### src/hdl/timer16_pkg.sv
// Shared constants and types for the 16-bit capture/compare timer
package timer16_pkg;

    // Register byte offsets on the AXI4-Lite port
    localparam logic [7:0] ADDR_CTRL_ONE = 8'h00;
    localparam logic [7:0] ADDR_CTRL_TWO = 8'h04;
    localparam logic [7:0] ADDR_STATUS = 8'h08;
    localparam logic [7:0] ADDR_CAP_ONE = 8'h0c;
    localparam logic [7:0] ADDR_CAP_TWO = 8'h10;
    localparam logic [7:0] ADDR_CMP_ONE = 8'h14;
    localparam logic [7:0] ADDR_CMP_TWO = 8'h18;
    localparam logic [7:0] ADDR_COUNT = 8'h1c;
    localparam logic [7:0] ADDR_ALT_COUNT = 8'h20;

    // Status bit positions
    localparam int ST_CAP_ONE = 7;
    localparam int ST_CMP_ONE = 6;
    localparam int ST_OVF = 5;
    localparam int ST_CAP_TWO = 4;
    localparam int ST_CMP_TWO = 3;

    // Reset and load values
    localparam logic [7:0] CTRL_RESET = 8'h00;
    localparam logic [7:0] FLAGS_RESET = 8'h00;
    localparam logic [15:0] CNT_RESET = 16'hfffc;
    localparam logic [15:0] CNT_MAX = 16'hffff;
    localparam logic [15:0] CAP_PULSE_VALUE = 16'hfffd;
    localparam logic [15:0] CMP_RESET = 16'h8000;
    localparam logic [15:0] CAP_RESET = 16'h0000;

    // Counter clock selection
    localparam logic [1:0] CLK_DIV4 = 2'b00;
    localparam logic [1:0] CLK_DIV2 = 2'b01;
    localparam logic [1:0] CLK_DIV8 = 2'b10;
    localparam logic [1:0] CLK_EXT = 2'b11;

    localparam logic [1:0] RESP_OKAY = 2'b00;
    localparam logic [1:0] RESP_SLVERR = 2'b10;

    typedef struct packed {
        logic capture_irq_enable;
        logic compare_irq_enable;
        logic overflow_irq_enable;
        logic force_out_two;
        logic force_out_one;
        logic out_level_two;
        logic capture_edge_one;
        logic out_level_one;
    } ctrl_one_t;

    typedef struct packed {
        logic compare_pin_one_enable;
        logic compare_pin_two_enable;
        logic one_pulse_select;
        logic pwm_select;
        logic [1:0] clock_select_field;
        logic capture_edge_two;
        logic ext_clock_edge;
    } ctrl_two_t;

    typedef enum {MODE_NORMAL, MODE_ONE_PULSE, MODE_PWM} mode_t;

endpackage

### src/hdl/timer16_lowpower_irq_ctrl.sv
// 16-bit capture/compare timer with halt handling, shared irq, AXI4-Lite
//
// Design decisions made here: the register offsets and the AXI4-Lite slave port.
`timescale 1ns/100ps
`default_nettype none
module timer16_lowpower_irq_ctrl
    import timer16_pkg::*;
#(
    parameter int ADDR_W = 8
) (
    input wire logic clk,
    input wire logic rst_n,
    input wire logic [ADDR_W-1:0] s_axi_awaddr,
    input wire logic s_axi_awvalid,
    output logic s_axi_awready,
    input wire logic [31:0] s_axi_wdata,
    input wire logic [3:0] s_axi_wstrb,
    input wire logic s_axi_wvalid,
    output logic s_axi_wready,
    output logic [1:0] s_axi_bresp,
    output logic s_axi_bvalid,
    input wire logic s_axi_bready,
    input wire logic [ADDR_W-1:0] s_axi_araddr,
    input wire logic s_axi_arvalid,
    output logic s_axi_arready,
    output logic [31:0] s_axi_rdata,
    output logic [1:0] s_axi_rresp,
    output logic s_axi_rvalid,
    input wire logic s_axi_rready,
    input wire logic halt_active,
    input wire logic global_irq_unmask,
    input wire logic capture_input_one,
    input wire logic capture_input_two,
    input wire logic ext_clk_in,
    output logic compare_pin_one,
    output logic compare_pin_one_oe,
    output logic compare_pin_two,
    output logic compare_pin_two_oe,
    output logic timer_irq
);

    function automatic logic edge_of(input logic cur, input logic prev,
                                     input logic rising);
        edge_of = rising ? (cur & ~prev) : (~cur & prev);
    endfunction

    function automatic logic [7:0] clr_mask(input logic [7:0] a);
        clr_mask = 8'h00;
        case (a)
            ADDR_CAP_ONE: clr_mask[ST_CAP_ONE] = 1'b1;
            ADDR_CMP_ONE: clr_mask[ST_CMP_ONE] = 1'b1;
            ADDR_COUNT: clr_mask[ST_OVF] = 1'b1;
            ADDR_CAP_TWO: clr_mask[ST_CAP_TWO] = 1'b1;
            ADDR_CMP_TWO: clr_mask[ST_CMP_TWO] = 1'b1;
            default: clr_mask = 8'h00;
        endcase
    endfunction

    function automatic logic mapped(input logic [ADDR_W-1:0] a);
        mapped = (a[1:0] == 2'b00) && (a <= ADDR_W'(ADDR_ALT_COUNT));
    endfunction

    ctrl_one_t ctrl_one_q;
    ctrl_two_t ctrl_two_q;
    mode_t mode;
    logic [7:0] flags_q, snap_q, set_v, clr_v;
    logic [15:0] cnt_q, cap_one_q, cap_two_q, cmp_one_q, cmp_two_q;
    logic cmp_one_inhibit_q, cmp_two_inhibit_q;
    logic [2:0] presc_q;
    logic halt_prev_q, arm_one_q, arm_two_q;
    logic cap_one_prev_q, cap_two_prev_q, ext_prev_q;
    logic pin_one_q, pin_two_q;
    logic run, tick, ext_edge, edge_one, edge_two, halt_exit;
    logic match_one, match_two, pulse_trigger, overflow;
    logic cap_one_now, cap_two_now;
    logic aw_got_q, w_got_q;
    logic [ADDR_W-1:0] awaddr_q;
    logic [31:0] wdata_q;
    logic [3:0] wstrb_q;
    logic wr_en, rd_en;
    logic [7:0] waddr8, raddr8;
    logic [31:0] rd_word;

    // ---------------- AXI4-Lite slave ----------------
    assign s_axi_awready = ~aw_got_q & ~s_axi_bvalid;
    assign s_axi_wready = ~w_got_q & ~s_axi_bvalid;
    assign s_axi_arready = ~s_axi_rvalid;
    assign wr_en = aw_got_q & w_got_q & ~s_axi_bvalid;
    assign rd_en = s_axi_arvalid & s_axi_arready;
    assign waddr8 = 8'(awaddr_q);
    assign raddr8 = 8'(s_axi_araddr);

    always_ff @(posedge clk or negedge rst_n) begin
        if (!rst_n) begin
            aw_got_q <= 1'b0;
            w_got_q <= 1'b0;
            awaddr_q <= '0;
            wdata_q <= 32'h0000_0000;
            wstrb_q <= 4'h0;
            s_axi_bvalid <= 1'b0;
            s_axi_bresp <= RESP_OKAY;
        end else begin
            if (s_axi_awvalid && s_axi_awready) begin
                aw_got_q <= 1'b1;
                awaddr_q <= s_axi_awaddr;
            end
            if (s_axi_wvalid && s_axi_wready) begin
                w_got_q <= 1'b1;
                wdata_q <= s_axi_wdata;
                wstrb_q <= s_axi_wstrb;
            end
            if (wr_en) begin
                aw_got_q <= 1'b0;
                w_got_q <= 1'b0;
                s_axi_bvalid <= 1'b1;
                s_axi_bresp <= mapped(awaddr_q) ? RESP_OKAY : RESP_SLVERR;
            end else if (s_axi_bready) begin
                s_axi_bvalid <= 1'b0;
            end
        end
    end

    always_comb begin
        rd_word = 32'h0000_0000;
        case (raddr8)
            ADDR_CTRL_ONE: rd_word[7:0] = ctrl_one_q;
            ADDR_CTRL_TWO: rd_word[7:0] = ctrl_two_q;
            ADDR_STATUS: rd_word[7:0] = flags_q;
            ADDR_CAP_ONE: rd_word[15:0] = cap_one_q;
            ADDR_CAP_TWO: rd_word[15:0] = cap_two_q;
            ADDR_CMP_ONE: rd_word[15:0] = cmp_one_q;
            ADDR_CMP_TWO: rd_word[15:0] = cmp_two_q;
            ADDR_COUNT, ADDR_ALT_COUNT: rd_word[15:0] = cnt_q;
            default: rd_word = 32'h0000_0000;
        endcase
    end

    always_ff @(posedge clk or negedge rst_n) begin
        if (!rst_n) begin
            s_axi_rvalid <= 1'b0;
            s_axi_rdata <= 32'h0000_0000;
            s_axi_rresp <= RESP_OKAY;
        end else if (rd_en) begin
            s_axi_rvalid <= 1'b1;
            s_axi_rdata <= rd_word;
            s_axi_rresp <= mapped(s_axi_araddr) ? RESP_OKAY : RESP_SLVERR;
        end else if (s_axi_rready) begin
            s_axi_rvalid <= 1'b0;
        end
    end

    // ---------------- Control and data registers ----------------
    always_ff @(posedge clk or negedge rst_n) begin
        if (!rst_n) begin
            ctrl_one_q <= ctrl_one_t'(CTRL_RESET);
            ctrl_two_q <= ctrl_two_t'(CTRL_RESET);
        end else if (wr_en && wstrb_q[0]) begin
            if (waddr8 == ADDR_CTRL_ONE)
                ctrl_one_q <= ctrl_one_t'(wdata_q[7:0]);
            if (waddr8 == ADDR_CTRL_TWO)
                ctrl_two_q <= ctrl_two_t'(wdata_q[7:0]);
        end
    end

    // A high-byte-only write holds off compares until the low byte lands,
    // so a half-updated value never matches.
    always_ff @(posedge clk or negedge rst_n) begin
        if (!rst_n) begin
            cmp_one_q <= CMP_RESET;
            cmp_two_q <= CMP_RESET;
            cmp_one_inhibit_q <= 1'b0;
            cmp_two_inhibit_q <= 1'b0;
        end else if (wr_en && waddr8 == ADDR_CMP_ONE) begin
            if (wstrb_q[1]) cmp_one_q[15:8] <= wdata_q[15:8];
            if (wstrb_q[0]) cmp_one_q[7:0] <= wdata_q[7:0];
            cmp_one_inhibit_q <= wstrb_q[1] & ~wstrb_q[0];
        end else if (wr_en && waddr8 == ADDR_CMP_TWO) begin
            if (wstrb_q[1]) cmp_two_q[15:8] <= wdata_q[15:8];
            if (wstrb_q[0]) cmp_two_q[7:0] <= wdata_q[7:0];
            cmp_two_inhibit_q <= wstrb_q[1] & ~wstrb_q[0];
        end
    end

    // ---------------- Mode, prescaler, edges ----------------
    always_comb begin
        if (ctrl_two_q.pwm_select) mode = MODE_PWM;
        else if (ctrl_two_q.one_pulse_select) mode = MODE_ONE_PULSE;
        else mode = MODE_NORMAL;
    end

    assign run = ~halt_active;
    assign ext_edge = edge_of(ext_clk_in, ext_prev_q,
                              ctrl_two_q.ext_clock_edge);

    always_comb begin
        case (ctrl_two_q.clock_select_field)
            CLK_DIV2: tick = run & presc_q[0];
            CLK_DIV4: tick = run & (&presc_q[1:0]);
            CLK_DIV8: tick = run & (&presc_q);
            default: tick = run & ext_edge;
        endcase
    end

    always_ff @(posedge clk or negedge rst_n) begin
        if (!rst_n) presc_q <= 3'b000;
        else if (run) presc_q <= presc_q + 3'b001;
    end

    // Edge history keeps tracking in halt so a capture edge can arm
    always_ff @(posedge clk or negedge rst_n) begin
        if (!rst_n) begin
            cap_one_prev_q <= 1'b0;
            cap_two_prev_q <= 1'b0;
            ext_prev_q <= 1'b0;
            halt_prev_q <= 1'b0;
        end else begin
            cap_one_prev_q <= capture_input_one;
            cap_two_prev_q <= capture_input_two;
            ext_prev_q <= ext_clk_in;
            halt_prev_q <= halt_active;
        end
    end

    assign edge_one = edge_of(capture_input_one, cap_one_prev_q,
                              ctrl_one_q.capture_edge_one);
    assign edge_two = edge_of(capture_input_two, cap_two_prev_q,
                              ctrl_two_q.capture_edge_two);
    assign halt_exit = halt_prev_q & ~halt_active;

    always_ff @(posedge clk or negedge rst_n) begin
        if (!rst_n) begin
            arm_one_q <= 1'b0;
            arm_two_q <= 1'b0;
        end else begin
            if (halt_exit) arm_one_q <= 1'b0;
            else if (halt_active && edge_one && mode == MODE_NORMAL)
                arm_one_q <= 1'b1;
            if (halt_exit) arm_two_q <= 1'b0;
            else if (halt_active && edge_two) arm_two_q <= 1'b1;
        end
    end

    // ---------------- Counter, compares, captures ----------------
    assign match_one = tick & ~cmp_one_inhibit_q & (cnt_q == cmp_one_q);
    assign match_two = tick & ~cmp_two_inhibit_q & (cnt_q == cmp_two_q);
    assign pulse_trigger = run & edge_one & (mode == MODE_ONE_PULSE);
    assign overflow = tick & (cnt_q == CNT_MAX);
    assign cap_one_now = (run & edge_one & (mode == MODE_NORMAL)) |
                         (halt_exit & arm_one_q);
    assign cap_two_now = (run & edge_two) | (halt_exit & arm_two_q);

    always_ff @(posedge clk or negedge rst_n) begin
        if (!rst_n) begin
            cnt_q <= CNT_RESET;
        end else if (wr_en && (waddr8 == ADDR_COUNT ||
                               waddr8 == ADDR_ALT_COUNT)) begin
            cnt_q <= CNT_RESET;
        end else if (pulse_trigger) begin
            cnt_q <= CNT_RESET;
        end else if (tick) begin
            if (mode == MODE_PWM && match_two) cnt_q <= CNT_RESET;
            else cnt_q <= cnt_q + 16'h0001;
        end
    end

    always_ff @(posedge clk or negedge rst_n) begin
        if (!rst_n) begin
            cap_one_q <= CAP_RESET;
            cap_two_q <= CAP_RESET;
        end else begin
            if (pulse_trigger) cap_one_q <= CAP_PULSE_VALUE;
            else if (cap_one_now) cap_one_q <= cnt_q;
            if (cap_two_now) cap_two_q <= cnt_q;
        end
    end

    // ---------------- Flags ----------------
    always_comb begin
        set_v = 8'h00;
        set_v[ST_CAP_ONE] = cap_one_now | pulse_trigger |
                            (mode == MODE_PWM & match_two);
        set_v[ST_CAP_TWO] = cap_two_now;
        set_v[ST_CMP_ONE] = match_one & (mode == MODE_NORMAL);
        set_v[ST_CMP_TWO] = match_two & (mode != MODE_PWM);
        set_v[ST_OVF] = overflow & ~(mode == MODE_PWM & match_two);
    end

    // Clearing needs a status read first; only flags seen then are cleared
    assign clr_v = snap_q & ((rd_en ? clr_mask(raddr8) : 8'h00) |
                             (wr_en ? clr_mask(waddr8) : 8'h00));

    always_ff @(posedge clk or negedge rst_n) begin
        if (!rst_n) begin
            flags_q <= FLAGS_RESET;
            snap_q <= FLAGS_RESET;
        end else begin
            flags_q <= (flags_q & ~clr_v) | set_v;
            if (rd_en && raddr8 == ADDR_STATUS) snap_q <= flags_q;
            else snap_q <= snap_q & ~clr_v;
        end
    end

    assign timer_irq = global_irq_unmask & (
        (ctrl_one_q.capture_irq_enable &
         (flags_q[ST_CAP_ONE] | flags_q[ST_CAP_TWO])) |
        (ctrl_one_q.compare_irq_enable &
         (flags_q[ST_CMP_ONE] | flags_q[ST_CMP_TWO])) |
        (ctrl_one_q.overflow_irq_enable & flags_q[ST_OVF]));

    // ---------------- Compare pins ----------------
    always_ff @(posedge clk or negedge rst_n) begin
        if (!rst_n) begin
            pin_one_q <= 1'b0;
        end else if (run) begin
            case (mode)
                MODE_PWM: begin
                    if (match_two) pin_one_q <= ctrl_one_q.out_level_two;
                    else if (match_one) pin_one_q <= ctrl_one_q.out_level_one;
                end
                MODE_ONE_PULSE: begin
                    if (pulse_trigger) pin_one_q <= ctrl_one_q.out_level_two;
                    else if (match_one) pin_one_q <= ctrl_one_q.out_level_one;
                end
                default: begin
                    if (ctrl_one_q.force_out_one || match_one)
                        pin_one_q <= ctrl_one_q.out_level_one;
                end
            endcase
        end
    end

    always_ff @(posedge clk or negedge rst_n) begin
        if (!rst_n) begin
            pin_two_q <= 1'b0;
        end else if (run && mode == MODE_NORMAL) begin
            if (ctrl_one_q.force_out_two || match_two)
                pin_two_q <= ctrl_one_q.out_level_two;
        end
    end

    // Enables only hand the pins over; compare logic above runs anyway
    assign compare_pin_one = pin_one_q;
    assign compare_pin_one_oe = ctrl_two_q.compare_pin_one_enable;
    assign compare_pin_two = pin_two_q;
    assign compare_pin_two_oe = ctrl_two_q.compare_pin_two_enable;

    // ---------------- Assertions ----------------
    property p_irq_masked;
        @(posedge clk) disable iff (!rst_n)
        !global_irq_unmask |-> !timer_irq;
    endproperty
    a_irq_masked: assert property (p_irq_masked)
        else $error("irq raised while globally masked");

    property p_cap_irq;
        @(posedge clk) disable iff (!rst_n)
        global_irq_unmask && ctrl_one_q.capture_irq_enable &&
        flags_q[ST_CAP_TWO] |-> timer_irq;
    endproperty
    a_cap_irq: assert property (p_cap_irq)
        else $error("capture flag did not raise irq");

    property p_halt_freeze;
        @(posedge clk) disable iff (!rst_n)
        halt_active && !wr_en |=> cnt_q == $past(cnt_q);
    endproperty
    a_halt_freeze: assert property (p_halt_freeze)
        else $error("counter moved during halt");

    property p_halt_capture;
        @(posedge clk) disable iff (!rst_n)
        halt_exit && arm_two_q |=> flags_q[ST_CAP_TWO] &&
        cap_two_q == $past(cnt_q);
    endproperty
    a_halt_capture: assert property (p_halt_capture)
        else $error("armed capture not taken on halt exit");

    property p_pwm_no_cmp;
        @(posedge clk) disable iff (!rst_n)
        mode == MODE_PWM && $past(mode) == MODE_PWM |->
        !$rose(flags_q[ST_CMP_ONE]) && !$rose(flags_q[ST_CMP_TWO]);
    endproperty
    a_pwm_no_cmp: assert property (p_pwm_no_cmp)
        else $error("compare flag set in PWM mode");

    property p_pwm_cap_flag;
        @(posedge clk) disable iff (!rst_n)
        mode == MODE_PWM && match_two |=> flags_q[ST_CAP_ONE] &&
        cnt_q == CNT_RESET;
    endproperty
    a_pwm_cap_flag: assert property (p_pwm_cap_flag)
        else $error("PWM period end did not set capture flag one");

    property p_pwm_pin;
        @(posedge clk) disable iff (!rst_n)
        mode == MODE_PWM && match_two |=>
        compare_pin_one == $past(ctrl_one_q.out_level_two);
    endproperty
    a_pwm_pin: assert property (p_pwm_pin)
        else $error("PWM pin one did not take level two");

    property p_force_one;
        @(posedge clk) disable iff (!rst_n)
        run && mode == MODE_NORMAL && ctrl_one_q.force_out_one |=>
        compare_pin_one == $past(ctrl_one_q.out_level_one);
    endproperty
    a_force_one: assert property (p_force_one)
        else $error("forced level one not on pin one");

    property p_edge_capture;
        @(posedge clk) disable iff (!rst_n)
        run && mode == MODE_NORMAL && edge_one |=>
        flags_q[ST_CAP_ONE] && cap_one_q == $past(cnt_q);
    endproperty
    a_edge_capture: assert property (p_edge_capture)
        else $error("capture edge one not captured");

    property p_match_pin;
        @(posedge clk) disable iff (!rst_n)
        mode == MODE_NORMAL && match_one |=>
        compare_pin_one == $past(ctrl_one_q.out_level_one) &&
        flags_q[ST_CMP_ONE];
    endproperty
    a_match_pin: assert property (p_match_pin)
        else $error("compare one match did not update pin and flag");

    property p_div4;
        @(posedge clk) disable iff (!rst_n)
        tick && ctrl_two_q.clock_select_field == CLK_DIV4 &&
        !wr_en |=>
        (!tick || ctrl_two_q.clock_select_field != CLK_DIV4) [*3];
    endproperty
    a_div4: assert property (p_div4)
        else $error("divide by 4 ticked early");

    property p_ovf_flag;
        @(posedge clk) disable iff (!rst_n)
        overflow && mode == MODE_NORMAL |=> flags_q[ST_OVF];
    endproperty
    a_ovf_flag: assert property (p_ovf_flag)
        else $error("overflow did not set its flag");

    c_halt_wake: cover property (@(posedge clk) disable iff (!rst_n)
        halt_exit && arm_one_q);
    c_pwm_period: cover property (@(posedge clk) disable iff (!rst_n)
        mode == MODE_PWM && match_two);
    c_pulse: cover property (@(posedge clk) disable iff (!rst_n)
        pulse_trigger ##[1:100] match_one);
    c_irq: cover property (@(posedge clk) disable iff (!rst_n)
        $rose(timer_irq));

endmodule
`default_nettype wire

### config.mk
export PLATFORM = sky130hd
export DESIGN_NAME = timer16_lowpower_irq_ctrl
export DESIGN_NICKNAME = d
export VERILOG_FILES = /design/src/hdl/timer16_pkg.sv /design/src/hdl/timer16_lowpower_irq_ctrl.sv
export SDC_FILE = /design/constraint.sdc
export NUM_CORES = 1
export LEC_CHECK = 0
export BUFFER_PORTS_ARGS = -buffer_cell sky130_fd_sc_hd__buf_2
export CAP_MARGIN = 20
export CORE_MARGIN = 3
export CORE_UTILIZATION = 55
export CTS_CLUSTER_DIAMETER = 40
export DETAILED_ROUTE_END_ITERATION = 16
export GPL_TIMING_DRIVEN = 0
export PLACE_DENSITY = 0.83
export SLEW_MARGIN = 20
export SYNTH_ARGS = -nofsm -noshare
export SYNTH_HDL_FRONTEND = slang
export SYNTH_SLANG_ARGS = --single-unit
### constraint.sdc
create_clock -name clk -period 4.2 [get_ports clk]
set_clock_uncertainty 0.2 [all_clocks]
set_input_delay 0.21 -clock clk [delete_from_list [all_inputs] [get_ports clk]]
set_output_delay 0.21 -clock clk [all_outputs]
set_load 0.02 [all_outputs]
Word-level counts from Yosys, hierarchy flattened:

Cells that the tools add are included.

* register bits: 175
* latch bits: 0
* memory bits (writable): 0
* bits in read-only memories: 0
* output and inout port bits: 46
* logic and storage cells: 230
* memories kept: 0

* add/sub/neg operators: 2
* $mul: 0
* divide/modulo/power cells: 0
* order comparisons: 2
* equality and inequality tests: 25
* shifts and indexed selects: 0
* multiplexer cells: 46
* bitwise gates (word level): 66
* reduce and logical (&&, ||, !) cells: 44

Operator list (count)
* $mux 16: 6
* $eq 32x2->1 const B: 2
* $eq 8x5->1 const B: 8
* $pmux 8 s8: 1
* $pmux 8 s5: 1
* $and 1x1->1: 36
* $eq 16x16->1: 2
* $eq 32x1->1 const B: 1
* $eq 32x3->1 const B: 1
* $logic_not 32->1: 1
* $ne 32x3->1 const B: 1
* $mux 1: 30
* $and 8x8->8: 3
* $eq 8x4->1 const B: 3
* $mux 8: 3
* $add 16x1->16 const B: 1
* $eq 16x16->1 const B: 1
* $eq 8x3->1 const B: 2
* $eq 8x6->1 const B: 2
* $le 8x6->1 const B: 2
* $logic_not 8->1: 2
* $not 1->1: 16
* $or 8x8->8: 2
* $reduce_and 2->1: 8
* other kinds (15): 50

Longest topological paths before layout:

Gate-level depths: netlist (run 1).

* depth in word-level cells: 12
* mapped depth: 9
* depth with buffers taken out: 8

Worst setup path after synthesis (run 1):

No wires, ideal clock.

* kind: flip-flop to flip-flop
* from: register s_axi_bvalid
* to: register wdata_q[10]
* library setup time: 0.125 ns
* arrival time: 2.013 ns
* required time: 3.875 ns
* setup slack: 1.862 ns
* stages on the path, launching flop included: 6
* buffers on the path: 2
* period minus slack after synthesis: 2.338 ns
* path through: dfrtp_1 > nor2_1 > and2_1 > clkbuf_1 > clkbuf_1 > mux2_2

* word-level cells in the longest chain between the ends: 3

RTL lines
* from (decl): RTL line timer16_lowpower_irq_ctrl.sv:21 `output logic s_axi_bvalid,`
* from (signal assigned): RTL line timer16_lowpower_irq_ctrl.sv:100 `s_axi_bvalid <= 1'b0;`
* from (signal assigned): RTL line timer16_lowpower_irq_ctrl.sv:115 `s_axi_bvalid <= 1'b1;`
* from (signal assigned): RTL line timer16_lowpower_irq_ctrl.sv:118 `s_axi_bvalid <= 1'b0;`
* $not 1->1: RTL line timer16_lowpower_irq_ctrl.sv:86 `assign s_axi_wready = ~w_got_q & ~s_axi_bvalid;`
* $and 1x1->1: RTL line timer16_lowpower_irq_ctrl.sv:86
* via s_axi_wready: RTL line timer16_lowpower_irq_ctrl.sv:19 `output logic s_axi_wready,`
* $logic_and 1x1->1: RTL line timer16_lowpower_irq_ctrl.sv:107 `if (s_axi_wvalid && s_axi_wready) begin`
* to (signal assigned): RTL line timer16_lowpower_irq_ctrl.sv:109 `wdata_q <= s_axi_wdata;`
* to (decl): RTL line timer16_lowpower_irq_ctrl.sv:78 `logic [31:0] wdata_q;`

The timed path passes the listed nets, and every way through them passes these cells.
A chain may end at the register's enable or synchronous reset.

Worst setup path after layout (run 1):

* from: register awaddr_q[7]
* to: register cmp_two_q[4]

* word-level cells in the longest chain between the ends: 4
* elaborated cells between the ends (all ways): 6
* classes of those cells: eq/ne (2); bitwise (1); reduce/logical (3)

RTL lines
* from (decl): RTL line timer16_lowpower_irq_ctrl.sv:77 `logic [ADDR_W-1:0] awaddr_q;`
* from (signal assigned): RTL line timer16_lowpower_irq_ctrl.sv:105 `awaddr_q <= s_axi_awaddr;`
* $eq 8x5->1: RTL line timer16_lowpower_irq_ctrl.sv:173 `end else if (wr_en && waddr8 == ADDR_CMP_ONE) begin`
* $logic_and 1x1->1: RTL line timer16_lowpower_irq_ctrl.sv:173
* $not 1->1 (no source line)
* $reduce_and 3->1 (no source line) (*)
* to (signal assigned): RTL line timer16_lowpower_irq_ctrl.sv:179 `if (wstrb_q[0]) cmp_two_q[7:0] <= wdata_q[7:0];`
* to (decl): RTL line timer16_lowpower_irq_ctrl.sv:67 `logic [15:0] cnt_q, cap_one_q, cap_two_q, cmp_one_q, cmp_two_q;`

Mark *: on every way between the ends. The rest lies on a longest branch, timed or not.

==> run metrics, run 1 <==
CTS tree yes; CTS buffer count 17; antenna violations before repair 0; max frequency 348.5 MHz; root buffer cell clkbuf_16; row count 44; clk slew on worst S/H paths 70 ps; hold buffer count at cts 34; EDFF count, synth 0; commonest cells after routing, fill and taps aside dfrtp_1 (151), mux2_2 (97), buf_2 (91), nand2_1 (63), nor2_1 (53); CP endpoint kind flip-flop; Setup Fix Bufs, Post-CTS 0; Post-Syn Instances 758; IO Pins 110; worst path bufs/invs 0; residual DRC count 0; Die H 129.2 um; RSZ-0062 raised after global routing no; CP arrival 2980 ps; Slew @ Worst Pin 832.8 ps; P&R area growth vs syn 19.12%; worst hold path class primary input to flip-flop; sequential share of the synthesized area 50.31%; Finish-stage setup viols 0; Main synth FF type dfrtp_1; count of cell types in the netlist 66; Max clock buf depth 2; Tot GR Track Use 27.44%; layout cell share with drive strength beyond 1 29.18%; Slew HR 44.06%; critical path class flip-flop to flip-flop; Worst Path Required 4310 ps; Max Cap Viol 0; Design Area, Final 9941 um^2; PostCTS Resize Cnt 0; Port Buf Inserts 73; clock tree sinks 167; pre-CTS WS 1361 ps; yosys warns 0; core area 14,700 um^2; DRT antenna net count 0; DR iter-0 viols 708; Final Hold Viols 0; worst skew pair latency 430 ps; peak supply drop 0.0003537 V; placed cell area 9042 um^2; Synth area leaders dfrtp_1 (45%), mux2_2 (13%), dfstp_2 (5.0%), nand2_1 (2.8%), xor2_1 (2.5%); largest net degree at the start of global routing 95; critical path's top delay family simple AND/OR/NAND/NOR gates; area fraction of the dominant cell type after synthesis 45.28%; post-detailed-route wirelength per cell 20.14 um; commonest non-fill, non-tap cell in the layout dfrtp_1; Antenna Diode Count 0; Min Hold Slack 135.6 ps; final setup TNS 0 ps; first-pass GRT wire length 34.94 mm; routed vias/inst 5.993; Period minus WS final 2869 ps; Synth Register Bits 167; final wirelength 22.13 mm; via count 6,586; syn_area_per_cell 11.01 um^2; vias in the first global route 6,377; setup ws final 1331 ps; Initial Util 56.78%; CP peak stage delay 720 ps; crit-path cells nor3_1 > nand3_1 > nor3_1 > nand2_1 > mux2_2; power per cell area 551.7 nW/um^2; FFs w/ async S/R, synth 100.0%; TritonRoute pass-1 iters 5; critical path fanouts, max 8; final-stage net count 969; routability congestion estimate 0.9569; Total Power 0.005484 W; Die Area 16,690 um^2; die width 129.2 um; Detailed Place HPWL 15.80 mm; Final Cycle Share 68.31%; dominant cell type by area after synthesis dfrtp_1; P_leak 4.432 nW; most frequent CP cell nor3_1; CP max-delay cell nor3_1; status finished clean; H-tree Lvls 4; startpoint types flip-flop; Syn Std Cell Area 8346 um^2; total gr overflow 0; Max Slew Vio Count 0
==> cell usage after synthesis (3+ instances only) <==
| library cell | instances |
|---|---|
| nand2_1 | 63 |
| nand4_1 | 6 |
| buf_4 | 20 |
| mux2_2 | 97 |
| dfstp_2 | 16 |
| a222oi_1 | 4 |
| dfrtp_1 | 151 |
| nand2b_1 | 5 |
| mux2i_1 | 19 |
| a32oi_1 | 7 |
| nand3b_1 | 3 |
| nor2_1 | 53 |
| nor2b_1 | 5 |
| o31ai_1 | 4 |
| buf_1 | 3 |
| inv_1 | 15 |
| clkbuf_1 | 21 |
| nor3_1 | 12 |
| o21ai_1 | 6 |
| ha_1 | 3 |
| a221oi_1 | 10 |
| a211oi_1 | 3 |
| xor2_1 | 24 |
| nand3_1 | 12 |
| o21ai_0 | 30 |
| a2111oi_1 | 4 |
| buf_2 | 19 |
| xnor2_1 | 23 |
| nor4_1 | 6 |
| o2bb2ai_1 | 8 |
| a21o_1 | 10 |
| a21oi_1 | 33 |
| a31oi_1 | 6 |
| and3_1 | 10 |
| a22o_1 | 3 |
| and2_1 | 3 |
| o2111ai_1 | 4 |
==> cell type report <==
type	instances	area, um^2
plain buffers	63	335.3
clock inverters	11	97.59
well taps	184	230.2
fillers	1154	4758
clock buffers	21	460.4
inverters	15	56.30
flip-flops and latches	167	4199
repair buffers	108	743.2
multi-input cells	530	3819
==> per-layer routing <==
| metal | GRT usage (%) | wire length [um] | vias up | share of wire, % |
|---|---|---|---|---|
| li1 | - | - | 2977 | - |
| met2 | 42.10 | 10140 | 344 | 46 |
| met4 | 10.93 | 630 | 0 | 2.8 |
| met1 | 38.12 | 9284 | 3221 | 42 |
| met5 | 0 | 0 | - | 0 |
| met3 | 6.307 | 2080 | 44 | 9.4 |
==> registers in the layout, indices dropped and copies added, names as in the netlist, 2 cells and up <==
signal	count
cap_one_q	16
cap_two_q	16
cmp_one_q	16
cmp_two_q	16
cnt_q	16
s_axi_rdata	16
wdata_q	16
awaddr_q	8
ctrl_one_q	8
ctrl_two_q	6
flags_q	5
snap_q	5
presc_q	3
wstrb_q	2
==> worst reg2reg max path: cells and delay by family, from the launching register on <==
| family | cells | cell delay (ps) |
|---|---|---|
| AND/OR/NAND/NOR | 4 | 1760 |
| multiplexers | 1 | 390 |
| flip-flops | 1 | 410 |
==> kinds of logic (layout without fill, tap and decap cells) <==
group                    after synthesis  after routing  synth area share (%)
flip-flops                           167            167                 50.31
AND/OR/NAND/NOR                      197            197                 11.90
buffers and inverters                 78            218                 4.693
adder cells (fa/ha/maj)                3              3                0.4498
other                                  1             18               0.04493
AO/OA/AOI/OAI                        149            149                 12.29
XOR/XNOR                              47             47                 4.932
multiplexers                         116            116                 15.37
==> final timing paths <==
kind | slack [ps] | depth (start not counted) | start | end
setup / recovery | 1330 | 5 | awaddr_q[7] | cmp_two_q[4]
hold / removal | 140 | 4 | s_axi_arvalid | s_axi_rdata[1]
setup reg to reg | 1330 | 5 | awaddr_q[7] | cmp_two_q[4]
hold reg to reg | 270 | 1 | s_axi_rdata[6] | s_axi_rdata[6]
max in group asynchronous | 2810 | 3 | rst_n | cmp_two_q[15]
min in group asynchronous | 170 | 2 | rst_n | s_axi_rdata[10]
==> report_power, final <==
part | internal, W | switching, W | total (W)
Sequential | 0.00208 | 0.000374 | 0.00245
Combinational | 0.000694 | 0.000852 | 0.00155
Clock | 0.000846 | 0.000639 | 0.00149
Total | 0.00362 | 0.00186 | 0.00548
==> through the flow <==
step / instances / utilization (%)
2_1_floorplan: 775 / -
5_1_grt: 1099 / 67.63
6_report: 1099 / 67.63
3_5_place_dp: 1033 / 61.52
4_1_cts: 1099 / 67.63
3_3_place_gp: 1032 / 61.26
(Power assumes the default switching activity.)
==> run 2, diff against run 1 <==
Clock period 4.2 ns to 2.8 ns, I/O delays scaled along.
==> run metrics, run 2 (synthesis results as in run 1) <==
commonest non-fill, non-tap cell in the layout dfrtp_1; largest net degree at the start of global routing 95; Comb pwr share 28.0%; root buffer cell clkbuf_16; CTS tree yes; Sw Pwr 0.002805 W; Port Buf Inserts 73; routed length on met2 10.03 mm; layout cell share with drive strength beyond 1 29.69%; clock tree sinks 167; Top Metal Used met4; worst hold path class primary input to flip-flop; startpoint types flip-flop; CP arrival 2820 ps; Max Cap Viol 0; clock power share 27.1%; area of the multi-input gates 3832 um^2; Initial Util 56.78%; worst skew pair latency 430 ps; Reg power frac 44.9%; Slew @ Worst Pin 763.1 ps; vias in the first global route 6,372; Detailed Place HPWL 15.80 mm; post-detailed-route wirelength per cell 20.16 um; Reg area 4199 um^2; RSZ-0062 raised after global routing no; pre-CTS WS -38.56 ps; Max clock buf depth 2; H-tree Lvls 4; Tot GR Track Use 27.42%; Antenna Diode Count 0; reg2reg path depth 8; status finished clean; DR iter-0 viols 712; max frequency 375.1 MHz; Die Area 16,690 um^2; routed vias/inst 5.956; Int Pwr 0.005434 W; Final Cycle Share 95.22%; DP Cell Count 1,033; CP endpoint kind flip-flop; die width 129.2 um; antenna violations before repair 0; peak supply drop 0.0005320 V; power per cell area 826.7 nW/um^2; DRT antenna net count 0; Max Slew Vio Count 0; P&R area growth vs syn 19.42%; Die H 129.2 um; final wirelength 22.17 mm; IO Pins 110; # fillers 1,150; first-pass GRT wire length 34.89 mm; Final Hold Viols 0; via count 6,552; routability congestion estimate 0.9569; CTS buffer count 17; core area 14,700 um^2; Routed met3 length 1.941 mm; critical path fanouts, max 3; Slew HR 48.94%; Non-Filler Instances 1,100; switching part of the total 34.04%; critical path class flip-flop to flip-flop; TritonRoute pass-1 iters 5; total gr overflow 0; setup ws final 133.8 ps; Period minus WS final 2666 ps; row count 44; Worst Path Required 2950 ps; M1 wire length 9.494 mm; clk slew on worst S/H paths 60 ps; commonest cells after routing, fill and taps aside dfrtp_1 (151), mux2_2 (97), buf_2 (91), nand2_1 (63), nor2_1 (52); Hold Path Stages 4; residual DRC count 0; final-stage net count 970; P_leak 4.440 nW; Finish-stage setup viols 0
-- run 2: cell types whose count changed in the layout (fill, tap and decap cells not counted) --
cell | before | now
nor3_2 | 0 | 1
buf_4 | 20 | 22
clkbuf_1 | 23 | 22
nor2_1 | 53 | 52
nor2_2 | 1 | 2
nor4_1 | 6 | 5
nor4_2 | 1 | 2
nor3_1 | 12 | 11
-- run 2: final cells by class --
class	count	area share [%]
buffer	62	3.327
timing repair buffer	110	7.608
clock buffer	21	4.620
sequential	167	42.13
tap	184	2.310
multi-input combinational	530	38.46
inverter	15	0.5650
clock inverter	11	0.9793
-- run 2: path summary, 6_finish.rpt --
check                          startpoint               to  slack [ps]
max                            presc_q[0]  compare_pin_one         130
min                         s_axi_arvalid   s_axi_rdata[1]          60
max reg2reg                    presc_q[0]  compare_pin_one         130
min reg2reg                s_axi_rdata[6]   s_axi_rdata[6]         270
max in group asynchronous           rst_n    cmp_two_q[15]        1470
min in group asynchronous           rst_n  s_axi_rdata[10]         100
-- run 2: routing by layer --
layer,up-vias,track usage [%]
li1,2983,-
met5,-,0
met2,335,41.89
met1,3181,38.12
met3,53,6.224
met4,0,11.30
-- run 2: power groups by stage --
stage	Sequential (W)	Combinational (W)	Clock (W)
2_1_floorplan	0.00353	0.00166	0
3_3_place_gp	0.00366	0.00215	0
3_5_place_dp	0.00370	0.00224	0
4_1_cts	0.00369	0.00228	0.00224
5_1_grt	0.00378	0.00252	0.00235
6_report	0.00370	0.00231	0.00223
-- run 2: critical path, stage by stage (launching register included) --
cell      delay (ps)
dfrtp_1          390
ha_1             210
ha_1             160
mux2i_1          100
a211oi_2         320
nand4_1          250
or2_1            350
a2111o_1         430
a32oi_1          170
-- run 2: what timing repair did --
action,CTS,global route
gates resized for setup,1,2
endpoints found under the setup margin,21,12
hold buffers,34,0
setup buffers,0,2
pin swaps,1,3
endpoints found under the hold margin,127,0
-- run 2: stage by stage --
step                TNS, ps  instance area (um^2)  util (%)  hold slack, ps  total power [W]
floorplan                 0                  8409         -          -355.6         0.005189
global placement    -173020                  9005     61.26           68.26         0.005806
detailed placement   -325.0                  9042     61.52           9.728         0.005940
CTS                       0                  9942     67.64           74.53         0.008214
global route              0                  9966     67.80           133.5         0.008656
finish                    0                  9966     67.80           60.22         0.008238
==> run 3, diff against run 2 <==
Settings changed: CELL_PAD_IN_SITES_DETAIL_PLACEMENT set to 0, CELL_PAD_IN_SITES_GLOBAL_PLACEMENT set to 2, CORE_UTILIZATION 55 to 38, PLACE_DENSITY 0.83 to 0.86.
==> run metrics, run 3 (synthesis results as in run 1) <==
worst hold path class primary input to flip-flop; row count 53; commonest non-fill, non-tap cell in the layout dfrtp_1; Max clock buf depth 2; first-pass GRT wire length 35.87 mm; IO Pins 110; worst skew pair latency 430 ps; RSZ-0062 raised after global routing yes; CP arrival 2790 ps; Non-Filler Instances 1,192; vias in the first global route 6,099; final-stage net count 971; clk slew on worst S/H paths 70 ps; total gr overflow 0; DR iter-0 viols 466; routability congestion estimate 0.8568; P&R area growth vs syn 21.33%; DP Cell Count 1,124; Slew @ Worst Pin 866.6 ps; Final Cycle Share 94.74%; DRT antenna net count 0; Max Slew Vio Count 0; Max Cap Viol 0; startpoint types flip-flop; peak supply drop 0.0005171 V; post-detailed-route wirelength per cell 18.98 um; Slew HR 41.59%; flop2flop setup slack 150 ps; antenna violations before repair 0; Initial Util 39.21%; Worst Path Required 2940 ps; largest net degree at the start of global routing 89; Antenna Diode Count 0; Finish-stage setup viols 0; Detailed Place HPWL 16.79 mm; via count 6,262; clock tree sinks 167; root buffer cell clkbuf_16; Period minus WS final 2653 ps; routed vias/inst 5.253; status finished clean; Die Area 23,780 um^2; Final Hold Viols 0; power per cell area 821.1 nW/um^2; critical path class flip-flop to flip-flop; layout cell share with drive strength beyond 1 30.10%; residual DRC count 0; Tot GR Track Use 19.49%; CTS buffer count 17; core area 21,290 um^2; final wirelength 22.63 mm; CP endpoint kind flip-flop; H-tree Lvls 4; TritonRoute pass-1 iters 5; commonest cells after routing, fill and taps aside dfrtp_1 (151), mux2_2 (97), buf_2 (91), nand2_1 (63), nor2_1 (53); Die H 154.2 um; max frequency 377.0 MHz; Port Buf Inserts 73; CTS tree yes; die width 154.2 um; P_leak 4.457 nW; critical path fanouts, max 7; Final Core Density 47.57%
==> run 3: layer usage <==
layer,share of wire (%),vias up,global-route usage [%]
met2,45,180,30.01
li1,-,2972,-
met5,0,-,0
met4,1.1,0,4.331
met1,48,3093,28.46
met3,5.8,17,4.141
==> run 3: cell type report <==
class,instances,area (um^2)
fill,1982,11160
sequential,167,4199
multi-input combinational,530,3842
timing repair buffer,111,765.7
clock buffer,20,446.7
tap,275,344.1
buffer,62,331.6
clock inverter,12,140.1
inverter,15,56.30
==> run 3: path summary, 6_finish.rpt <==
check                               startpoint         endpoint  depth (start not counted)
worst max register to register        cnt_q[0]  compare_pin_one                          7
worst min register to register  s_axi_rdata[6]   s_axi_rdata[6]                          1
max in group asynchronous                rst_n    cmp_one_q[15]                          3
min in group asynchronous                rst_n  s_axi_rdata[11]                          2
worst min-delay path             s_axi_arvalid   s_axi_rdata[1]                          4
worst max-delay path                  cnt_q[0]  compare_pin_one                          7
==> run 3: power by group <==
| part | switching, W | internal [W] | total, W |
|---|---|---|---|
| Combinational | 0.00123 | 0.00104 | 0.00227 |
| Clock | 0.00101 | 0.00135 | 0.00236 |
| Sequential | 0.000567 | 0.00312 | 0.00369 |
| Total | 0.00281 | 0.00550 | 0.00831 |
==> run 3: worst max-delay path, stage by stage, from the launching register on <==
cell	delay (ps)
dfrtp_1	390
buf_2	190
xnor2_1	280
nand4_1	220
or3_1	420
or2_1	270
a2111o_1	420
a32oi_1	170
==> run 3: repair_timing <==
action	in CTS	in global routing
hold buffers	34	0
pin swaps	1	3
gates resized for setup	1	5
buffers inserted	3	0
endpoints found under the hold margin	113	0
setup endpoints to repair	26	4
==> run 3: per-stage QoR <==
| stage | total power [W] | instance area [um^2] | worst slack (ps) | hold slack, ps | TNS, ps |
|---|---|---|---|---|---|
| 2_1_floorplan | 0.005189 | 8409 | 461.7 | -355.6 | 0 |
| 3_3_place_gp | 0.005882 | 9119 | -1271 | 73.23 | -193580 |
| 3_5_place_dp | 0.005956 | 9156 | -56.11 | -20.97 | -689.9 |
| 4_1_cts | 0.008365 | 10110 | 42.92 | 68.18 | 0 |
| 5_1_grt | 0.008797 | 10130 | -16.52 | 101.8 | -16.52 |
| 6_report | 0.008314 | 10130 | 147.3 | 61.86 | 0 |
